===== config.mk =====
export PLATFORM = sky130hd
export DESIGN_NAME = parity_err_handler
export DESIGN_NICKNAME = d
export VERILOG_FILES = /design/src/inc/parity_err_pkg.sv /design/src/hdl/parity_err_handler.sv
export SDC_FILE = /design/constraint.sdc
export NUM_CORES = 1
export LEC_CHECK = 0
export BUFFER_PORTS_ARGS = -buffer_cell sky130_fd_sc_hd__buf_2
export CAP_MARGIN = 40
export CORE_ASPECT_RATIO = 0.5
export CORE_MARGIN = 1.5
export CORE_UTILIZATION = 42
export DETAILED_ROUTE_END_ITERATION = 16
export PLACE_DENSITY = 0.84
export SYNTH_ARGS = -nofsm -noshare
export SYNTH_HDL_FRONTEND = slang
export SYNTH_SLANG_ARGS = --single-unit

===== constraint.sdc =====
create_clock -name clock_i -period 1 [get_ports clock_i]
set_input_delay 0.05 -clock clock_i [delete_from_list [all_inputs] [get_ports clock_i]]
set_output_delay 0.05 -clock clock_i [all_outputs]
set_load 0.01 [all_outputs]

===== src/inc/parity_err_pkg.sv =====
package parity_err_pkg;
  localparam int ADDR_W = 8;
  localparam int DATA_W = 32;
  // register byte addresses
  localparam logic [7:0] CTRL_ADDR = 8'h00;
  localparam logic [7:0] STATUS_ADDR = 8'h04;
  localparam logic [7:0] MASK_ADDR = 8'h08;
  // control bits
  localparam int CTRL_PRI_PER = 0;
  localparam int CTRL_SERR_EN = 1;
  localparam int CTRL_SEC_PER = 2;
  localparam int CTRL_W = 3;
  // status bits
  localparam int ST_PRI_DETECTED = 0;
  localparam int ST_PRI_DATA_PAR = 1;
  localparam int ST_PRI_SIG_SERR = 2;
  localparam int ST_SEC_DETECTED = 3;
  localparam int ST_SEC_DATA_PAR = 4;
  localparam int STATUS_W = 5;
  localparam logic [CTRL_W-1:0] CTRL_RESET = 3'h0;
  localparam logic [STATUS_W-1:0] STATUS_RESET = 5'h00;
  localparam logic [STATUS_W-1:0] MASK_RESET = 5'h00;
  // data phase to fault strobe, in clocks
  localparam int PERR_DELAY = 2;
endpackage


===== src/hdl/parity_err_handler.sv =====
// The implementer's own choices: the register offsets and the address-and-strobe port.
`timescale 1ns/10ps
// Notes on behaviour
// software flushes posted writes with a read
// check and make parity, fault strobes both sides
// forward received parity unchanged across the bridge
// check address parity on every address phase
// primary address error: withhold claim, flag status
// primary address error signals system error if enabled
// secondary address error: withhold claim, flag status
// secondary address error signals primary system error
// bad config write: ready, store, fault if enabled
// bad config write always sets detected bit
// bad downstream read: secondary fault two clocks later
// downstream read error status bits by enable
// return bad downstream data, drop unread prefetch
// bad upstream read: primary fault, status bits
// return bad upstream data, drop unread prefetch
// returned data and parity exactly as received
// initiator reports bad returned data itself
// initiator fault during return: no extra action
// status bits sticky until written with one
module parity_err_handler (
  input wire logic clock_i,
  input wire logic rstn_i,
  // register port
  input wire logic [parity_err_pkg::ADDR_W-1:0] reg_addr_i,
  input wire logic [parity_err_pkg::DATA_W-1:0] reg_wdata_i,
  input wire logic reg_write_i,
  input wire logic reg_read_i,
  output logic [parity_err_pkg::DATA_W-1:0] reg_rdata_o,
  output logic irq_o,
  // primary bus
  input wire logic [31:0] p_ad_i,
  input wire logic [3:0] p_cbe_i,
  input wire logic p_par_i,
  input wire logic p_addr_valid_i,
  input wire logic p_claim_req_i,
  input wire logic p_data_valid_i,
  input wire logic p_read_master_i,
  input wire logic p_cfg0_write_i,
  input wire logic [31:0] p_out_ad_i,
  input wire logic [3:0] p_out_cbe_i,
  output logic p_out_par_o,
  output logic primary_claim_n_o,
  output logic primary_target_ready_n_o,
  output logic primary_parity_fault_n_o,
  output logic primary_parity_fault_oe_n_o,
  output logic primary_system_error_n_o,
  output logic primary_system_error_oe_n_o,
  output logic [31:0] cfg_data_o,
  output logic cfg_store_o,
  // secondary bus
  input wire logic [31:0] s_ad_i,
  input wire logic [3:0] s_cbe_i,
  input wire logic s_par_i,
  input wire logic s_addr_valid_i,
  input wire logic s_claim_req_i,
  input wire logic s_data_valid_i,
  input wire logic s_read_master_i,
  input wire logic [31:0] s_out_ad_i,
  input wire logic [3:0] s_out_cbe_i,
  output logic s_out_par_o,
  output logic secondary_claim_n_o,
  output logic secondary_parity_fault_n_o,
  output logic secondary_parity_fault_oe_n_o,
  // read data forwarded back to each initiator
  input wire logic p_ret_discard_i,
  output logic [31:0] p_ret_ad_o,
  output logic p_ret_par_o,
  output logic p_ret_valid_o,
  input wire logic s_ret_discard_i,
  output logic [31:0] s_ret_ad_o,
  output logic s_ret_par_o,
  output logic s_ret_valid_o
);
  import parity_err_pkg::*;

  typedef struct packed {
    logic [CTRL_W-1:0] ctrl;
    logic [STATUS_W-1:0] status;
    logic [STATUS_W-1:0] mask;
    logic [DATA_W-1:0] rdata;
    logic p_block;
    logic s_block;
    logic [PERR_DELAY-1:0] p_perr;
    logic [PERR_DELAY-1:0] s_perr;
    logic serr;
    logic p_par;
    logic s_par;
    logic [31:0] p_ret_ad;
    logic p_ret_par;
    logic p_ret_valid;
    logic [31:0] s_ret_ad;
    logic s_ret_par;
    logic s_ret_valid;
    logic [31:0] cfg_data;
    logic cfg_stb;
  } state_type;

  state_type q;
  state_type d;

  // even parity over ad, cbe and par: any odd count is an error
  function automatic logic parity_bad(input logic [31:0] ad, input logic [3:0] cbe,
                                      input logic par);
    parity_bad = ^{ad, cbe, par};
  endfunction

  logic pri_per;
  logic sec_per;
  logic serr_en;
  logic p_ape;
  logic s_ape;
  logic p_cfg_pe;
  logic p_rd_pe;
  logic s_rd_pe;
  logic serr_hit;
  logic [STATUS_W-1:0] st_set;
  logic [STATUS_W-1:0] st_clr;

  always_comb begin
    pri_per = q.ctrl[CTRL_PRI_PER];
    sec_per = q.ctrl[CTRL_SEC_PER];
    serr_en = q.ctrl[CTRL_SERR_EN];
    // every address phase is checked, claimed or not
    p_ape = p_addr_valid_i & parity_bad(p_ad_i, p_cbe_i, p_par_i);
    s_ape = s_addr_valid_i & parity_bad(s_ad_i, s_cbe_i, s_par_i);
    p_cfg_pe = p_cfg0_write_i & parity_bad(p_ad_i, p_cbe_i, p_par_i);
    p_rd_pe = p_data_valid_i & p_read_master_i & parity_bad(p_ad_i, p_cbe_i, p_par_i);
    s_rd_pe = s_data_valid_i & s_read_master_i & parity_bad(s_ad_i, s_cbe_i, s_par_i);
    serr_hit = (p_ape & serr_en & pri_per)
             | (s_ape & serr_en & sec_per);

    st_set = '0;
    st_set[ST_PRI_DETECTED] = p_ape | p_cfg_pe | p_rd_pe;
    st_set[ST_PRI_DATA_PAR] = p_rd_pe & pri_per;
    st_set[ST_PRI_SIG_SERR] = serr_hit;
    st_set[ST_SEC_DETECTED] = s_ape | s_rd_pe;
    st_set[ST_SEC_DATA_PAR] = s_rd_pe & sec_per;
    st_clr = (reg_write_i && reg_addr_i == STATUS_ADDR) ? reg_wdata_i[STATUS_W-1:0] : '0;

    d = q;
    // set beats a clear landing in the same cycle
    d.status = (q.status & ~st_clr) | st_set;
    if (reg_write_i && reg_addr_i == CTRL_ADDR) begin
      d.ctrl = reg_wdata_i[CTRL_W-1:0];
    end
    if (reg_write_i && reg_addr_i == MASK_ADDR) begin
      d.mask = reg_wdata_i[STATUS_W-1:0];
    end
    d.rdata = '0;
    if (reg_read_i) begin
      case (reg_addr_i)
        CTRL_ADDR: d.rdata = {{(DATA_W-CTRL_W){1'b0}}, q.ctrl};
        STATUS_ADDR: d.rdata = {{(DATA_W-STATUS_W){1'b0}}, q.status};
        MASK_ADDR: d.rdata = {{(DATA_W-STATUS_W){1'b0}}, q.mask};
        default: d.rdata = '0;
      endcase
    end

    // claim veto held from the address phase to the claim
    if (p_addr_valid_i) begin
      d.p_block = p_ape & pri_per;
    end
    if (s_addr_valid_i) begin
      d.s_block = s_ape & sec_per;
    end

    // two-stage shift puts the fault strobe two clocks after the data phase
    d.p_perr = {q.p_perr[PERR_DELAY-2:0], (p_cfg_pe | p_rd_pe) & pri_per};
    d.s_perr = {q.s_perr[PERR_DELAY-2:0], s_rd_pe & sec_per};
    d.serr = serr_hit;

    // outgoing parity for data the bridge itself drives, one clock behind
    d.p_par = ^{p_out_ad_i, p_out_cbe_i};
    d.s_par = ^{s_out_ad_i, s_out_cbe_i};

    // read data goes back with the parity it came with, never regenerated
    d.p_ret_valid = s_data_valid_i & s_read_master_i;
    if (s_data_valid_i && s_read_master_i) begin
      d.p_ret_ad = s_ad_i;
      d.p_ret_par = s_par_i;
    end
    d.s_ret_valid = p_data_valid_i & p_read_master_i;
    if (p_data_valid_i && p_read_master_i) begin
      d.s_ret_ad = p_ad_i;
      d.s_ret_par = p_par_i;
    end

    // bad config data is still stored
    d.cfg_stb = p_cfg0_write_i;
    if (p_cfg0_write_i) begin
      d.cfg_data = p_ad_i;
    end
  end

  always_ff @(posedge clock_i or negedge rstn_i) begin
    if (!rstn_i) begin
      q <= '0;
      q.ctrl <= CTRL_RESET;
      q.status <= STATUS_RESET;
      q.mask <= MASK_RESET;
    end else begin
      q <= d;
    end
  end

  assign reg_rdata_o = q.rdata;
  assign irq_o = |(q.status & q.mask);
  assign primary_claim_n_o = !(p_claim_req_i && !q.p_block);
  assign secondary_claim_n_o = !(s_claim_req_i && !q.s_block);
  // config write completes in its single data phase whatever the parity
  assign primary_target_ready_n_o = !p_cfg0_write_i;
  assign primary_parity_fault_n_o = !q.p_perr[PERR_DELAY-1];
  assign primary_parity_fault_oe_n_o = !q.p_perr[PERR_DELAY-1];
  assign secondary_parity_fault_n_o = !q.s_perr[PERR_DELAY-1];
  assign secondary_parity_fault_oe_n_o = !q.s_perr[PERR_DELAY-1];
  // open drain: only ever driven low
  assign primary_system_error_n_o = !q.serr;
  assign primary_system_error_oe_n_o = !q.serr;
  assign p_out_par_o = q.p_par;
  assign s_out_par_o = q.s_par;
  assign cfg_data_o = q.cfg_data;
  assign cfg_store_o = q.cfg_stb;
  // unread prefetch is dropped rather than handed on; an initiator fault
  // strobe during return is not watched, the initiator owns that error
  assign p_ret_ad_o = q.p_ret_ad;
  assign p_ret_par_o = q.p_ret_par;
  assign p_ret_valid_o = q.p_ret_valid & !p_ret_discard_i;
  assign s_ret_ad_o = q.s_ret_ad;
  assign s_ret_par_o = q.s_ret_par;
  assign s_ret_valid_o = q.s_ret_valid & !s_ret_discard_i;
endmodule


==> results.yml <==
run_status:
  outcome: "complete, but fails checks"
  violations: "hold timing, setup timing"
timing:
  rsz0062_at_grt: "yes"
  finalSetupTns_ns: -4.74
  hold_viol: 5
  fin_hold_ws_ns: -0.0298
  setup_viol: 31
  max_freq_mhz: 715
  layout_setup_ws_ns: -0.399
  slew_viol_final: 0
  period_needed_ns: 1.40
  finalCritPeriodShare_pct: 140
  skew_ns: 0.00891
pwr:
  max-vdd-ir-drop_mv: 1.24
  seqPwrFrac_pct: 33.3
  leakagePower_nw: 5.03
  combPwrFrac_pct: 33.0
  power_density_nw_per_um2: 1760
  p_switching_mw: 5.43
  switching_share_pct: 29.2
  clock_power_share_pct: 33.8
  p_int_mw: 13.2
placed_design:
  numPortBuffers: 291
  globalplace.congestion: 0.821
  dpl_worst_slack_ns: -0.827
  post-dp-hpwl_um: 12200
  placedCellCount: 1027
synthesis:
  yosysTopAreaCellShare_pct: 45.1
  syn_area_per_cell_um2: 12.2
  syn-cell-area_um2: 7100
  synth_area_leaders: "dfrtp_1 (45%), mux2_2 (17%), xnor2_1 (14%)"
  ys_warn_count: 0
  seq_area_frac_synth_pct: 45.1
  netlist_top_cells_count: "buf_4 (131), dfrtp_1 (128), xnor2_1 (114)"
  yosys.area.top_type: "dfrtp_1"
  ys_seq_elements: 128
  synth_cells: 583
  synth.most_common_cell: "buf_4"
  ys_async_sr_fraction_pct: 100
  synth_edf_count: 0
  ys.flop_type: "dfrtp_1"
  synthDistinctLibCells: 27
critical_path:
  r2r_start: "pri_per"
  worst-setup-path-type: "register to output port"
  crit_cells: 3
  reg2reg_depth: 3
  path_max_fanout: 2
  crit_family: "flip-flops"
  startpoint: "q[145]"
  slowest_delay_ns: 0.38
  startpoint_type: "register"
  cp.arrival_ns: 1.35
  endpoint_kind: "output port"
  crit_slowest_cell: "dfrtp_1"
  rrSetupSlack_ns: -0.02
  endpoint: "irq_o"
  path_buf_inv: 1
  crit_chain: "a222oi_1, nand2_1, buf_2"
  crit_required_ns: 0.95
  r2r_end: "q[109]"
detailed_routing:
  vias: 5287
  drt-pass1-iter-count: 5
  avgViaCountPerCell: 4.57
  post_drt_wl_per_cell_um: 15.9
  drt-total-wl_um: 18400
  drtAntennaViolNets: 0
  drc_errors: 0
  drtIter0Drc: 128
clock_tree:
  numCtsBuffers: 17
  clock_path_buffers: 2
  htree_levels: 4
  cts.reportedPaths.clkPinSlew_ns: 0.07
  cts_tree: "built"
  clkLatencyLatePin_ns: 0.41
  cts-root-buf: "clkbuf_16"
  clock_sinks: 128
grt:
  overflow: 0
  grtUsageTotal_pct: 20.1
  grt_pass1_vias: 5531
  grt_pass1_wl_um: 27500
  antenna_found_initial: 0
  grt_max_degree: 36
final_layout:
  final_core_util_pct: 64.4
  diodes: 0
  nFillCells: 1246
  nNetsFinal: 1118
  fin_cells: 1157
  drive_above_1_share_pct: 59.0
  area_growth_pct: 49.2
floorplan:
  core_area_um2: 16400
  io_pins: 346
  fp.dieW_um: 187
  rows: 33
  start_util_pct: 43.2
  die-area_um2: 17700
  fp.dieH_um: 94.9
min_path:
  hp-class: "input port to register"
  holdPathStages: 4
run:
  drv_cap: 0
power by group through the flow:
stage | Sequential, mW | Combinational [mW] | Clock [mW]
6_report | 6.19 | 6.14 | 6.28
4_1_cts | 6.14 | 5.55 | 6.45
5_1_grt | 6.26 | 6.55 | 6.69
3_3_place_gp | 6.19 | 4.49 | 0
2_1_floorplan | 6.18 | 3.57 | 0
3_5_place_dp | 6.23 | 4.61 | 0
routing by layer:
metal	track usage [%]	wire, um	up-vias
met3	4.42	842	29
met4	8.40	388	0
met2	40.0	10400	174
met1	20.9	6790	2648
li1	-	-	2436
met5	0	0	-
sequential cells by signal, indices dropped and copies added, names as in the netlist, 2 cells and up:
name / flops
p_ret_ad_o: 32
q: 19
s_ret_ad_o: 32
d: 2
reg_rdata_o: 5
cfg_data_o: 32
logic make-up (layout without fill, tap and decap cells):
family | count (synthesis) | after routing | synth area share [%]
AOI/OAI and AO/OA | 15 | 15 | 1.50
xor gates and xnor gates | 134 | 134 | 18.1
buffers and inverters | 151 | 472 | 14.9
DFF | 128 | 128 | 45.1
muxes | 112 | 112 | 17.7
other | 1 | 27 | 0.0528
and+or+nand+nor | 42 | 42 | 2.59
placed cells by master, fill, tap and decap left out, drive strengths merged, types with 3 or more instances in the layout:
cell and count:
xor2 12, inv 17, buf 357, xnor2 114, mux2 107, mux2i 5
nor2b 4, nand2 18, clkinvlp 4, dlygate4sd3 74, clkbuf 17, conb 27
a22oi 3, a21oi 4, nor2 12, dfrtp 128, xnor3 8, o21ai 3
how the worst min path moves through the flow:
| stage | from | end | slack [ns] |
|---|---|---|---|
| 2_1_floorplan | rstn_i | cfg_data_o[0] | -0.25 |
| 3_3_place_gp | rstn_i | p_out_par_o | -0.05 |
| 3_5_place_dp | rstn_i | cfg_data_o[2] | -0.04 |
| 4_1_cts | reg_addr_i[0] | reg_rdata_o[3] | -0.04 |
| 5_1_grt | reg_addr_i[1] | reg_rdata_o[3] | -0.02 |
| 6_report | reg_addr_i[1] | reg_rdata_o[4] | -0.03 |
cell type report:
type,count,area (um2),share of cell area (%)
inverter,9,33.8,0.319
clock inverter,15,174,1.64
tap,227,284,2.68
sequential,128,3200,30.3
timing repair buffer,431,3140,29.6
multi-input combinational,330,3330,31.5
clock buffer,17,425,4.02
what timing repair did:
action	CTS	global route
endpoints found under the setup margin	46	126
pin swaps	21	15
endpoints found under the hold margin	241	7
setup buffers	11	14
gates resized for setup	59	74
hold buffers	73	1
per-stage QoR:
step | hold WS (ns) | power [mW] | cell area (um2)
final | -0.0298 | 18.6 | 10600
after CTS | -0.0402 | 18.1 | 10100
after floorplan | -0.246 | 9.74 | 7270
after global routing | -0.0239 | 19.5 | 10600
after global placement | -0.0458 | 10.7 | 8370
after detailed placement | -0.0385 | 10.8 | 8370
worst reg2reg max path, delay by kind of cell (launching register included):
kind | cells | cell delay (ns)
muxes | 2 | 0.45
DFF | 1 | 0.41
and+or+nand+nor | 1 | 0.07
No activity file was read; power rests on OpenSTA's default activity.
